===== src/logic/rbw_pkg.sv =====
// Constants for the relay board heartbeat watchdog.
// Assumes a 25 MHz core clock and a 32-bit AXI4-Lite register port.
package rbw_pkg;

  ////////////////////////////////////////////////////////////////////////////
  // Timing.
  localparam longint RBW_CLK_HZ = 25000000;
  localparam longint RBW_HB_TIMEOUT_S = 30;
  localparam logic [29:0] RBW_TIMEOUT_CYC =
    30'(RBW_CLK_HZ * RBW_HB_TIMEOUT_S);
  localparam int RBW_CNT_W = 30;

  ////////////////////////////////////////////////////////////////////////////
  // Register byte offsets.
  localparam logic [4:0] RBW_CTRL_OFS = 5'h00;
  localparam logic [4:0] RBW_STAT_OFS = 5'h04;
  localparam logic [4:0] RBW_IRQ_STAT_OFS = 5'h08;
  localparam logic [4:0] RBW_IRQ_CLR_OFS = 5'h0C;
  localparam logic [4:0] RBW_IRQ_EN_OFS = 5'h10;

  ////////////////////////////////////////////////////////////////////////////
  // Control bits; the status register reuses them, with bit 0 the trip flag.
  localparam int RBW_HB_BIT = 0;
  localparam int RBW_CHAMBER_BIT = 1;
  localparam int RBW_PERM_BIT = 2;
  localparam int RBW_SPAN_BIT = 3;
  localparam int RBW_CAL_BIT = 4;
  localparam int RBW_UV_BIT = 5;
  localparam int RBW_PUMP_BIT = 6;
  localparam int RBW_TRIP_BIT = 0;
  localparam int RBW_CTRL_W = 7;

  // Interrupt events.
  localparam int RBW_EV_TRIP = 0;
  localparam int RBW_EV_RESUME = 1;
  localparam int RBW_EV_W = 2;

  localparam logic [6:0] RBW_CTRL_RST = 7'h00;
  localparam logic [1:0] RBW_RESP_OKAY = 2'h0;
  localparam logic [1:0] RBW_RESP_SLVERR = 2'h2;

endpackage


===== src/logic/rbw_watchdog.sv =====
// Relay board heartbeat watchdog with AXI4-Lite registers.
// Assumes the host toggles the heartbeat bit over the bus; sys_rst is sync.
//
// Operation
// Host toggles heartbeat every three seconds.
// Thirty seconds without toggle closes all valves.
// Timeout also switches off UV and heaters.
// Sample pump keeps running after timeout.
// Heater indicators lit exactly while heater driven.
// Zero/span indicator lit on span path.
// Sample/cal indicator lit on calibration path.
// Host commands arrive over the serial register bus.
// Toggle restarts count; trip holds until toggling.
//
// Design decisions made here: the AXI4-Lite interface to the registers and the placing of the registers.
`timescale 1ns/1ns
module rbw_watchdog
  import rbw_pkg::*;
#(
  parameter logic [29:0] TIMEOUT_CYC = RBW_TIMEOUT_CYC
) (
  input wire logic core_clk,
  input wire logic sys_rst,
  input wire logic s_axi_awvalid,
  output logic s_axi_awready,
  input wire logic [4:0] s_axi_awaddr,
  input wire logic s_axi_wvalid,
  output logic s_axi_wready,
  input wire logic [31:0] s_axi_wdata,
  input wire logic [3:0] s_axi_wstrb,
  output logic s_axi_bvalid,
  input wire logic s_axi_bready,
  output logic [1:0] s_axi_bresp,
  input wire logic s_axi_arvalid,
  output logic s_axi_arready,
  input wire logic [4:0] s_axi_araddr,
  output logic s_axi_rvalid,
  input wire logic s_axi_rready,
  output logic [31:0] s_axi_rdata,
  output logic [1:0] s_axi_rresp,
  output logic heartbeat_indicator,
  output logic chamber_heater_on,
  output logic perm_heater_on,
  output logic zero_span_valve_drv,
  output logic sample_cal_valve_drv,
  output logic uv_source_on,
  output logic pump_on,
  output logic chamber_heat_indicator,
  output logic perm_tube_heat_indicator,
  output logic zero_span_valve_indicator,
  output logic sample_cal_valve_indicator,
  output logic watchdog_tripped,
  output logic irq
);

  ////////////////////////////////////////////////////////////////////////////
  // State.
  typedef struct packed {
    logic aw_have;
    logic [4:0] aw_addr;
    logic w_have;
    logic [31:0] w_data;
    logic w_strb0;
    logic awready;
    logic wready;
    logic bvalid;
    logic [1:0] bresp;
    logic arready;
    logic rvalid;
    logic [31:0] rdata;
    logic [1:0] rresp;
    logic [RBW_CTRL_W-1:0] ctrl;
    logic hb_prev;
    logic [RBW_CNT_W-1:0] count;
    logic tripped;
    logic [RBW_CTRL_W-1:0] drive;
    logic [RBW_EV_W-1:0] ev_stat;
    logic [RBW_EV_W-1:0] ev_en;
    logic irq;
  } rbw_state_type;

  localparam rbw_state_type RBW_STATE_RST = '{
    aw_addr: 5'h00, w_data: 32'h0000_0000, rdata: 32'h0000_0000,
    bresp: RBW_RESP_OKAY, rresp: RBW_RESP_OKAY, ctrl: RBW_CTRL_RST,
    count: 30'h0, drive: RBW_CTRL_RST, ev_stat: 2'h0,
    ev_en: 2'h0, default: 1'b0
  };

  rbw_state_type q, d;

  ////////////////////////////////////////////////////////////////////////////
  // Next state.
  logic hb_changed;
  logic [RBW_EV_W-1:0] ev_set;
  logic [RBW_EV_W-1:0] ev_clr;
  logic [RBW_CTRL_W-1:0] stat_word;

  always_comb begin
    d = q;
    ev_set = '0;
    ev_clr = '0;
    stat_word = q.drive;
    stat_word[RBW_TRIP_BIT] = q.tripped;

    // Write address and data are latched separately, in either order.
    if (s_axi_awvalid && q.awready) begin
      d.aw_have = 1'b1;
      d.aw_addr = s_axi_awaddr;
    end
    if (s_axi_wvalid && q.wready) begin
      d.w_have = 1'b1;
      d.w_data = s_axi_wdata;
      d.w_strb0 = s_axi_wstrb[0];
    end
    if (q.bvalid && s_axi_bready) begin
      d.bvalid = 1'b0;
    end
    if (q.aw_have && q.w_have && !q.bvalid) begin
      d.aw_have = 1'b0;
      d.w_have = 1'b0;
      d.bvalid = 1'b1;
      d.bresp = RBW_RESP_OKAY;
      case (q.aw_addr)
        RBW_CTRL_OFS: begin
          if (q.w_strb0) begin
            d.ctrl = q.w_data[RBW_CTRL_W-1:0];
          end
        end
        RBW_IRQ_CLR_OFS: begin
          if (q.w_strb0) begin
            ev_clr = q.w_data[RBW_EV_W-1:0];
          end
        end
        RBW_IRQ_EN_OFS: begin
          if (q.w_strb0) begin
            d.ev_en = q.w_data[RBW_EV_W-1:0];
          end
        end
        RBW_STAT_OFS, RBW_IRQ_STAT_OFS: begin
          d.bresp = RBW_RESP_OKAY;
        end
        default: begin
          d.bresp = RBW_RESP_SLVERR;
        end
      endcase
    end
    d.awready = !d.aw_have && !d.bvalid;
    d.wready = !d.w_have && !d.bvalid;

    // Reads answer one cycle after the address is taken.
    if (q.rvalid && s_axi_rready) begin
      d.rvalid = 1'b0;
    end
    if (s_axi_arvalid && q.arready) begin
      d.rvalid = 1'b1;
      d.rresp = RBW_RESP_OKAY;
      d.rdata = 32'h0000_0000;
      case (s_axi_araddr)
        RBW_CTRL_OFS: begin
          d.rdata[RBW_CTRL_W-1:0] = q.ctrl;
        end
        RBW_STAT_OFS: begin
          d.rdata[RBW_CTRL_W-1:0] = stat_word;
        end
        RBW_IRQ_STAT_OFS: begin
          d.rdata[RBW_EV_W-1:0] = q.ev_stat;
        end
        RBW_IRQ_EN_OFS: begin
          d.rdata[RBW_EV_W-1:0] = q.ev_en;
        end
        RBW_IRQ_CLR_OFS: begin
          d.rresp = RBW_RESP_OKAY;
        end
        default: begin
          d.rresp = RBW_RESP_SLVERR;
        end
      endcase
    end
    d.arready = !d.rvalid;

    // Heartbeat supervision.
    d.hb_prev = q.ctrl[RBW_HB_BIT];
    hb_changed = q.ctrl[RBW_HB_BIT] != q.hb_prev;
    if (hb_changed) begin
      d.count = '0;
      d.tripped = 1'b0;
      ev_set[RBW_EV_RESUME] = q.tripped;
    end else if (q.count >= TIMEOUT_CYC - 30'h1) begin
      d.tripped = 1'b1;
      ev_set[RBW_EV_TRIP] = !q.tripped;
    end else begin
      d.count = q.count + 30'h1;
    end

    // Forced-off state gates valves, UV and heaters but never the pump.
    d.drive = q.ctrl;
    d.drive[RBW_HB_BIT] = q.ctrl[RBW_HB_BIT];
    if (d.tripped) begin
      d.drive[RBW_SPAN_BIT] = 1'b0;
      d.drive[RBW_CAL_BIT] = 1'b0;
      d.drive[RBW_UV_BIT] = 1'b0;
      d.drive[RBW_CHAMBER_BIT] = 1'b0;
      d.drive[RBW_PERM_BIT] = 1'b0;
    end
    d.drive[RBW_PUMP_BIT] = q.ctrl[RBW_PUMP_BIT];

    // A new event wins over a clear in the same cycle.
    d.ev_stat = (q.ev_stat & ~ev_clr) | ev_set;
    d.irq = |(d.ev_stat & d.ev_en);
  end

  always_ff @(posedge core_clk) begin
    if (sys_rst) begin
      q <= RBW_STATE_RST;
    end else begin
      q <= d;
    end
  end

  ////////////////////////////////////////////////////////////////////////////
  // Outputs; each indicator shares the flop of the drive it shows.
  assign s_axi_awready = q.awready;
  assign s_axi_wready = q.wready;
  assign s_axi_bvalid = q.bvalid;
  assign s_axi_bresp = q.bresp;
  assign s_axi_arready = q.arready;
  assign s_axi_rvalid = q.rvalid;
  assign s_axi_rdata = q.rdata;
  assign s_axi_rresp = q.rresp;
  assign heartbeat_indicator = q.drive[RBW_HB_BIT];
  assign chamber_heater_on = q.drive[RBW_CHAMBER_BIT];
  assign perm_heater_on = q.drive[RBW_PERM_BIT];
  assign zero_span_valve_drv = q.drive[RBW_SPAN_BIT];
  assign sample_cal_valve_drv = q.drive[RBW_CAL_BIT];
  assign uv_source_on = q.drive[RBW_UV_BIT];
  assign pump_on = q.drive[RBW_PUMP_BIT];
  assign chamber_heat_indicator = q.drive[RBW_CHAMBER_BIT];
  assign perm_tube_heat_indicator = q.drive[RBW_PERM_BIT];
  assign zero_span_valve_indicator = q.drive[RBW_SPAN_BIT];
  assign sample_cal_valve_indicator = q.drive[RBW_CAL_BIT];
  assign watchdog_tripped = q.tripped;
  assign irq = q.irq;
endmodule


===== config.mk =====
export PLATFORM = sky130hd
export DESIGN_NAME = rbw_watchdog
export DESIGN_NICKNAME = d
export VERILOG_FILES = /design/src/logic/rbw_pkg.sv /design/src/logic/rbw_watchdog.sv
export SDC_FILE = /design/constraint.sdc
export NUM_CORES = 1
export LEC_CHECK = 0
export ABC_AREA = 1
export ABC_CLOCK_PERIOD_IN_PS = 1600
export BUFFER_PORTS_ARGS = -buffer_cell sky130_fd_sc_hd__buf_2
export CAP_MARGIN = 20
export CORE_MARGIN = 2
export CORE_UTILIZATION = 48
export CTS_CLUSTER_SIZE = 20
export DETAILED_ROUTE_END_ITERATION = 12
export GPL_TIMING_DRIVEN = 0
export PLACE_DENSITY_LB_ADDON = 0.1
export SYNTH_ARGS = -nofsm -noshare
export SYNTH_HDL_FRONTEND = slang
export SYNTH_SLANG_ARGS = --single-unit

===== constraint.sdc =====
create_clock -name core_clk -period 1.6 [get_ports core_clk]
set_input_delay 0.16 -clock core_clk [delete_from_list [all_inputs] [get_ports core_clk]]
set_output_delay 0.16 -clock core_clk [all_outputs]
set_load 0.1 [all_outputs]

==> out/results.ini, run 1 <==
[status]
run_status=finished clean

[critical_path]
worst_ep_arrival_time_ns=1.76
crit_chain=ha_4 -> nand3_4 -> nor2_4 -> nand3_2 -> nand2_2 -> nand2_4 -> buf_6 -> buf_12 -> nand3_1 -> a21oi_1
rr_startpoint=q[13]
cp.required_ns=1.82
endpoint=q[17]
end_kind=flop
critPathMaxFanout=5
crit_path_top_delay_cell=dfxtp_4
cp-start-kind=flop
r2r-end=q[17]
reg2reg_slack_ns=0.06
cpPeakStageDelay_ns=0.37
crit_type=flop to flop
rr_worst_depth=10
setup.worst_path.start=q[13]

[clock_tree]
cts-root-buf=clkbuf_8
cts_tree=yes
cts_buffers=9
htreeDepth=3
hold_buffers=0
cts_buffer_depth=2
clock_latency_ns=0.36
clk_pin_slew_ns=0.09
cts_num_sinks=79

[routing]
wirelength_microns=10400
vias_per_cell=4.94
final_antenna_net_count=0
remaining_drc_errors=0
drtPass1Iterations=5
first_iter_violations=248
wire_per_inst_microns=12.2
num_vias=4215

[final_layout]
stdcell_area_sq_um=5300
drive_above_1_share_pct=28.1
nFillCells=841
area_delta_synth_final_pct=24.3
instances_no_fill=853
largest_register_ffs=54
top_register=q
antennaDiodeCount=0
fin_nets=794

[die]
pin_count=107
die_h_microns=98.2
initial_utilization_pct=49.1
die_w_microns=98.2
row_count=34
core_area_sq_um=8680
die_area_sq_um=9650

[timing]
slew_violations=0
finalCritPeriodShare_pct=96.2
slew_headroom_pct=46.3
fin_worst_skew_ns=0.0131
holdWs_ns=0.0398
grt_setup_unrepaired=yes
fmax_ghz=0.650
tightest_slew_ns=0.799
min_period_ns=1.54
setup_viol=0
worst_slack_ns=0.0607
hold_viol=0

[yosys]
synth_area_leaders=dfxtp_1 37%, nand2_1 16%, nor2_1 8.9%
netlist_instances=640
ys_types=33
yosysSeqAreaShare_pct=37.1
syn_avg_cell_area_sq_um=6.66
synth_top_area_share_pct=37.1
ys_ff_latch=79
syn_area_sq_um=4260
yosys.area.top_type=dfxtp_1
ys_warn_count=0

[hold_path]
min_path_type=primary input to flop

[global_route]
grt_max_degree=16
antenna_found_initial=0
grt_pass1_wl_microns=17100
grtUsageTotal_pct=21.5
grt_pass1_vias=3661
overflow=0

[power_and_ir_drop]
p_per_area_nw_per_um2=798
ir_drop_mv=0.480
power.leakage_nw=2.29
fin_total_pwr_mw=4.23

[placed_design]
placed_area_sq_um=4770
dp_hpwl_microns=7740
place.gp.congestion=0.945
io_buffers=51
place_inst=825
dpl_worst_slack_ns=-0.282

[flow_run]
cap_violations=0

[routing by layer]
layer  wire length (microns)  global-route usage, %
met4                     139                   7.06
met5                       0                      0
met1                    5120                   31.5
met2                    4540                   32.5
met3                     625                   3.29
[logic make-up (layout without fill, tap and decap cells)]
| kind of cell | count (synthesis) | in the layout | synth area share [%] |
|---|---|---|---|
| AND/OR/NAND/NOR | 354 | 354 | 35.2 |
| buffers and inverters | 104 | 183 | 13.6 |
| XOR/XNOR | 13 | 13 | 2.67 |
| flip-flops | 79 | 79 | 37.1 |
| other | 1 | 27 | 0.0880 |
| adder cells (fa/ha/maj) | 1 | 1 | 0.294 |
| AO/OA/AOI/OAI | 88 | 88 | 11.0 |
[cell usage in the layout (no fill, tap or decap), types with 2 or more instances in the layout]
cell and instances:
nand4_1 7, a21oi_2 2, inv_2 2, buf_6 5, nor2_2 13, nand3_2 3, nor2_1 81, buf_4 51
inv_1 43, o211ai_1 6, nor4_1 2, conb_1 27, nand2_1 170, dfxtp_2 23, clkinv_4 3, dfxtp_4 8
buf_2 52, nor3_1 2, buf_12 2, nand3_1 39, nand2_4 3, a21oi_1 50, xnor2_1 4, clkbuf_8 10
clkbuf_4 3, clkbuf_1 6, dfxtp_1 48, nand2_2 11, nor2_4 11, xor2_1 8, o21ai_0 26, clkinv_1 2
nand3b_1 9, o21ai_1 2
[synthesized netlist by cell type]
library cell  count
nand2_2           2
conb_1            1
buf_1             1
a21oi_4           1
inv_1            44
buf_2             4
nor2_4            2
nand4_1           7
a21oi_1          52
or2_0             1
o211ai_1          6
buf_6             4
o31ai_1           1
dfxtp_1          79
nor2_2            2
nor4_1            2
xor2_1            8
clkinv_1          2
inv_2             1
nand2_1         181
nand3_2           2
nand3_1          40
nor2_1          101
clkbuf_1          7
xnor2_1           5
nor3_1            2
ha_1              1
o21ai_0          28
nand3_4           1
and2_1            1
nand3b_1          9
nand2_4           1
buf_4            41
[power breakdown]
group          leakage, nW  internal (mW)  total [mW]  switching (mW)
Sequential           0.658           2.01        2.05          0.0366
Clock               0.0950          0.630        1.44           0.813
Combinational         1.54          0.157       0.735           0.578
[stage by stage]
| step | util (%) | setup TNS (ns) |
|---|---|---|
| 2_1_floorplan | - | 0 |
| 3_3_place_gp | 55.0 | -7.11 |
| 3_5_place_dp | 55.0 | -8.04 |
| 4_1_cts | 58.1 | -0.00346 |
| 5_1_grt | 61.0 | -0.0801 |
| 6_report | 61.0 | 0 |
[worst max-delay path, delay by kind of cell (launching register included)]
family / cells / cell delay, ns
AOI/OAI and AO/OA: 1 / 0.07
adders and majority gates: 1 / 0.14
buffers and inverters: 2 / 0.26
DFF: 1 / 0.37
and+or+nand+nor: 6 / 0.56
[layout make-up]
type | instances | area, sq um | area share [%]
Sequential cell | 79 | 1640 | 31.0
Tap cell | 108 | 135 | 2.55
Clock inverter | 6 | 53.8 | 1.02
Clock buffer | 10 | 138 | 2.60
Multi-Input combinational cell | 483 | 2360 | 44.6
Timing Repair Buffer | 63 | 368 | 6.95
Inverter | 47 | 176 | 3.33
Buffer | 57 | 420 | 7.94
[worst min-delay path by stage]
stage,from,end,slack (ns),cells after the start
after floorplan,sys_rst,q[2],0.24,1
after global placement,sys_rst,q[2],0.41,2
after detailed placement,sys_rst,q[2],0.42,2
after CTS,sys_rst,q[2],0.03,2
after global routing,sys_rst,q[2],0.05,2
final,sys_rst,q[2],0.04,2
[timing repair]
| action | 4_1_cts | 5_1_grt |
|---|---|---|
| endpoints found under the setup margin | 41 | 46 |
| buffers inserted | 4 | 7 |
| gates resized for setup | 19 | 73 |
| gates cloned | 1 | 0 |
| pin swaps | 3 | 9 |
| hold endpoints to repair | 0 | 0 |
Power figures use the tool's default switching activity.
==> run 2: changes to the inputs <==
- CORE_UTILIZATION: 48 -> 30
==> run 2 against run 1 <==
Register-to-register slack worse by 0.03 ns. Cell count up 8.6%. Worst setup slack worse by 0.029 ns. Die area increased by 57%. Count of clock-buffer cells in the layout stayed put. Largest cell class unchanged. Largest power group is now clock.
==> out/results.ini, run 2 (synthesis results as in run 1) <==
[clock_tree]
cts_num_sinks=79  ; unchanged
hold_buffers=0  ; unchanged
cts_buffer_depth=2  ; unchanged
htreeDepth=3  ; unchanged
cts_buffers=9  ; unchanged
cts_tree=yes
clk_pin_slew_ns=0.06  ; -0.03 ns
clock_latency_ns=0.33  ; -0.03 ns
cts-root-buf=clkbuf_16

[global_route]
antenna_found_initial=0  ; unchanged
overflow=0  ; unchanged
grt_pass1_wl_microns=17800  ; +4.0%
grtUsageTotal_pct=15.0  ; -6.5 points
grt_pass1_vias=3585  ; -2.1%
grt_max_degree=15  ; -1

[timing]
slew_violations=0  ; unchanged
setup_viol=0  ; unchanged
hold_viol=0  ; unchanged
finalCritPeriodShare_pct=98.0  ; +1.8 points
grt_setup_unrepaired=yes
fin_worst_skew_ns=0.00900  ; -0.00411 ns
setup_tns_ns=0  ; unchanged
fmax_ghz=0.638  ; -1.8%
tightest_slew_ns=0.791  ; -0.00759 ns
min_period_ns=1.57  ; +0.0290 ns
slew_headroom_pct=46.8  ; +0.51 points

[critical_path]
cp-start-kind=flop
cp.required_ns=1.79  ; -0.03 ns
crit_type=flop to flop
reg2reg_slack_ns=0.03  ; -0.03 ns
critPathMaxFanout=5  ; unchanged
r2r-end=q[15]
end_kind=flop
rr_startpoint=q[14]
rr_worst_depth=10  ; unchanged
worst_ep_arrival_time_ns=1.76  ; about the same

[placed_design]
placed_area_sq_um=4860  ; +1.9%
place_inst=897  ; +8.7%
dp_hpwl_microns=8560  ; +11%
place.gp.congestion=0.834  ; -12%
io_buffers=51  ; unchanged

[die]
die_h_microns=123  ; +25%
pin_count=107  ; unchanged
die_area_sq_um=15200  ; +57%
row_count=43  ; +26%
core_area_sq_um=13900  ; +60%
initial_utilization_pct=30.7  ; -18 points
die_w_microns=123  ; +25%

[power_and_ir_drop]
power.leakage_nw=2.38  ; +4.0%
p_per_area_nw_per_um2=858  ; +7.5%
ir_drop_mv=0.388  ; -19%
fin_total_pwr_mw=4.88  ; +15%

[routing]
remaining_drc_errors=0  ; unchanged
wire_per_inst_microns=12.5  ; +1.9%
drtPass1Iterations=5  ; unchanged
final_antenna_net_count=0  ; unchanged
vias_per_cell=4.49  ; -9.0%
wirelength_microns=11500  ; +11%
first_iter_violations=199  ; -20%
num_vias=4162  ; -1.3%

[hold_path]
min_path_type=primary input to flop
min-delay-start=s_axi_wdata[5]
hold_path_end=q[98]
hold_depth=3  ; +1

[final_layout]
layout_commonest_cell=nand2_1
antennaDiodeCount=0  ; unchanged
instances_no_fill=926  ; +8.6%
drive_above_1_share_pct=31.6  ; +3.6 points
layout_common_cells=163 x nand2_1, 79 x nor2_1, 52 x buf_2
fin_nets=795  ; +0.13%
final_util_pct=40.9  ; -20 points
largest_register_ffs=54  ; unchanged
nFillCells=1479  ; +76%
top_register=q
stdcell_area_sq_um=5680  ; +7.3%
area_delta_synth_final_pct=33.3

[flow_run]
cap_violations=0  ; unchanged

[status]
run_status=finished clean

-- run 2: critical path: stages, from the launching register on --
cell     delay, ns
dfxtp_2       0.36
ha_4          0.15
nand3_4       0.12
nor2_4        0.13
nand3_2       0.07
nand2_2       0.09
nand2_4       0.10
buf_8         0.15
buf_12        0.12
nand3_2       0.07
a21oi_2       0.05
-- run 2: timing repair --
item / in CTS / in global routing
gates cloned: 0 / 2
resized for setup: 17 / 100
setup endpoints to repair: 41 / 45
buffers inserted: 3 / 9
pin swaps: 2 / 27
-- run 2: report_power, final --
part | leakage (nW) | switching [mW] | internal (mW)
Clock | 0.143 | 0.857 | 1.22
Sequential | 0.658 | 0.0344 | 2.02
Combinational | 1.58 | 0.585 | 0.163
Total | 2.38 | 1.48 | 3.40
-- run 2: per-layer routing --
metal  track usage (%)  share of wire (%)
met4              4.12                1.2
met2              23.1                 44
met5                 0                  0
met3              2.49                3.8
met1              21.6                 50
-- run 2: how the worst max path moves through the flow --
stage,from,endpoint,slack [ns],cells after the start
after detailed placement,q[13],perm_heater_on,-0.34,11
after global routing,q[14],irq,-0.05,12
final,q[14],q[15],0.03,10
after global placement,q[13],zero_span_valve_drv,-0.34,11
after CTS,q[13],zero_span_valve_drv,-0.01,11
after floorplan,q[13],chamber_heat_indicator,0.009,11
-- run 2: area by class of cell --
| type | count | area [sq um] | area share, % |
|---|---|---|---|
| tap | 180 | 225 | 3.96 |
| inverter | 47 | 176 | 3.11 |
| clock buffer | 10 | 229 | 4.03 |
| timing repair buffer | 65 | 449 | 7.91 |
| multi-input combinational | 483 | 2460 | 43.4 |
| sequential | 79 | 1640 | 28.8 |
| clock inverter | 6 | 68.8 | 1.21 |
| buffer | 56 | 434 | 7.64 |
-- run 2: metrics by stage --
stage | hold slack [ns] | worst slack, ns
detailed placement | 0.414 | -0.338
CTS | 0.0655 | -0.0137
floorplan | 0.241 | 0.00941
global route | 0.0786 | -0.0496
finish | 0.0722 | 0.0317
global placement | 0.409 | -0.336
==> run 3: changes to the inputs <==
- ABC_AREA: 1 -> not set
==> run 3 against run 2 <==
The flow now finishes with violations (setup timing). Sequential cell count unchanged. Clock power rose by 9%. First-iteration DRC count shrank 46%. Highest routed layer unchanged. Synthesized cell count decreased by 31%. Worst setup slack worse by 0.97 ns. Critical path depth decreased by 1. Combinational power fell by 1%. Clock skew down 0.0032 ns. Non-clock buffer count is 7 higher. Sequential power about the same. Die area fell by 13%. Routed wire length shrank 21%.
==> out/results.ini, run 3 <==
[final_layout]
final_util_pct=41.2  ; +0.31 points
layout_commonest_cell=dfxtp_1
nFillCells=1231  ; -17%
fin_nets=598  ; -25%
instances_no_fill=696  ; -25%
stdcell_area_sq_um=4950  ; -13%
largest_register_ffs=54  ; unchanged
drive_above_1_share_pct=32.2  ; +0.61 points
top_register=q
antennaDiodeCount=0  ; unchanged
layout_common_cells=66 x dfxtp_1, 56 x buf_4, 51 x nor2_1
area_delta_synth_final_pct=34.7

[timing]
fmax_ghz=0.393  ; -38%
worst_slack_ns=-0.942  ; -0.974 ns
slew_violations=0  ; unchanged
tightest_slew_ns=0.608  ; -0.183 ns
setup_tns_ns=-33.10  ; -33.10 ns
holdWs_ns=0.0574  ; -0.0148 ns
hold_viol=0  ; unchanged
grt_setup_unrepaired=yes
finalCritPeriodShare_pct=159  ; +61 points
fin_worst_skew_ns=0.00585  ; -0.00315 ns
setup_viol=45  ; +45
slew_headroom_pct=59.4  ; +13 points
min_period_ns=2.54  ; +0.974 ns

[placed_design]
dpl_worst_slack_ns=-1.06  ; -0.725 ns
place.gp.congestion=0.768  ; -7.9%
dp_hpwl_microns=6300  ; -26%
placed_area_sq_um=4290  ; -12%
place_inst=662  ; -26%
io_buffers=50  ; -2.0%

[clock_tree]
cts_num_sinks=79  ; unchanged
htreeDepth=3  ; unchanged
clk_pin_slew_ns=0.06  ; about the same
clock_latency_ns=0.34  ; about the same
hold_buffers=0  ; unchanged
cts-root-buf=clkbuf_16
cts_tree=yes
cts_buffer_depth=2  ; unchanged
cts_buffers=9  ; unchanged

[critical_path]
crit_path_top_delay_cell=or4_4
worst_ep_arrival_time_ns=2.81  ; +1.05 ns
rr_worst_depth=9  ; -1
crit_chain=ha_4 -> and3_4 -> a2111oi_4 -> a2111oi_4 -> buf_4 -> buf_4 -> or4_4 -> or3_1 -> a21oi_2
reg2reg_slack_ns=-0.94  ; -0.97 ns
crit_type=flop to flop
cpPeakStageDelay_ns=0.47  ; +0.11 ns
rr_startpoint=q[13]
setup.worst_path.start=q[13]
r2r-end=q[35]
critPathMaxFanout=8  ; +3
cp.required_ns=1.87  ; +0.08 ns
end_kind=flop
cp-start-kind=flop

[global_route]
grt_pass1_vias=2983  ; -17%
grt_pass1_wl_microns=14500  ; -18%
antenna_found_initial=0  ; unchanged
overflow=0  ; unchanged
grt_max_degree=14  ; -1
grtUsageTotal_pct=13.9  ; -1.1 points

[yosys]
yosysMostFrequentCell=dfxtp_1
synth_top_area_share_pct=43.0  ; +5.9 points
yosys.area.top_type=dfxtp_1
postSynth.asyncResetShare_pct=0  ; unchanged
synth_ff_type=dfxtp_1
ys_warn_count=0  ; unchanged
ys_types=50  ; +52%
netlist_instances=439  ; -31%
syn_area_sq_um=3680  ; -14%
synth_area_leaders=dfxtp_1 43%, buf_4 8.2%, nor2_1 5.3%
synthTopCellsByCount=79 x dfxtp_1, 52 x nor2_1, 50 x nand2_1
yosysSeqAreaShare_pct=43.0  ; +5.9 points
syn_avg_cell_area_sq_um=8.38  ; +26%
synth_edf_count=0  ; unchanged
ys_ff_latch=79  ; unchanged

[die]
row_count=40  ; -7.0%
pin_count=107  ; unchanged
die_w_microns=115  ; -6.9%
initial_utilization_pct=30.6  ; -0.087 points
core_area_sq_um=12000  ; -13%
die_area_sq_um=13200  ; -13%
die_h_microns=115  ; -6.9%

[routing]
num_vias=3197  ; -23%
wire_per_inst_microns=13.1  ; +5.3%
drtPass1Iterations=4  ; -1
vias_per_cell=4.59  ; +2.2%
remaining_drc_errors=0  ; unchanged
first_iter_violations=108  ; -46%
wirelength_microns=9130  ; -21%
final_antenna_net_count=0  ; unchanged

[power_and_ir_drop]
p_per_area_nw_per_um2=1020  ; +19%
ir_drop_mv=0.419  ; +8.2%
power.leakage_nw=2.03  ; -15%
fin_total_pwr_mw=5.06  ; +3.7%

[status]
violations=setup timing
run_status=complete, but fails checks

[flow_run]
cap_violations=0  ; unchanged

[hold_path]
min-delay-start=s_axi_wdata[5]
hold_depth=3  ; unchanged
min_path_type=primary input to flop
hold_path_end=q[98]

==> run 3: metal layers <==
| metal | global-route usage (%) | wire [microns] | vias up | share of wire [%] |
|---|---|---|---|---|
| li1 | - | - | 1674 | - |
| met5 | 0 | 0 | - | 0 |
| met4 | 6.75 | 163 | 0 | 1.8 |
| met3 | 1.75 | 291 | 10 | 3.2 |
| met1 | 19.9 | 4700 | 1445 | 51 |
| met2 | 20.8 | 3970 | 68 | 44 |
==> run 3: worst max-delay path by stage <==
stage,endpoint,slack (ns)
floorplan,irq,-0.71
global placement,irq,-1.07
detailed placement,irq,-1.06
CTS,q[35],-0.95
global route,q[20],-1.04
finish,q[35],-0.94
==> run 3: worst max-delay path: cells and delay by family (launching register included) <==
kind / cells / cell delay [ns]
simple gates: 3 / 1.06
compound gates: 3 / 0.59
flops: 1 / 0.33
buf+inv: 2 / 0.32
fa+ha+maj: 1 / 0.16
==> run 3: area by class of cell <==
class / instances / area, sq um / share of cell area (%)
inverter: 8 / 30.0 / 0.606
tap: 147 / 184 / 3.71
clock buffer: 11 / 253 / 5.10
clock inverter: 5 / 80.1 / 1.62
sequential: 79 / 1600 / 32.4
timing repair buffer: 71 / 440 / 8.89
buffer: 57 / 384 / 7.75
multi-input combinational: 318 / 1980 / 40.0
==> run 3: power breakdown <==
| part | internal [mW] | switching, mW | total, mW |
|---|---|---|---|
| clock | 1.45 | 0.821 | 2.27 |
| sequential | 2.01 | 0.0354 | 2.05 |
| combinational | 0.164 | 0.574 | 0.738 |
==> run 3: what timing repair did <==
| action | CTS | global route |
|---|---|---|
| gates cloned | 1 | 1 |
| gates resized for setup | 25 | 24 |
| pin swaps | 10 | 12 |
| setup buffers | 16 | 5 |
| setup endpoints to repair | 45 | 48 |
==> run 3: logic make-up (layout without fill, tap and decap cells) <==
logic type      after synthesis  after routing  share of synthesized area, %
fa+ha+maj                     1              1                         0.340
buf+inv                      68            152                          11.2
mux                           9              9                          2.45
simple gates                198            198                          26.6
other cells                   1             27                         0.102
xor+xnor                     20             20                          4.76
compound gates               63             63                          11.5
flops                        79             79                          43.0
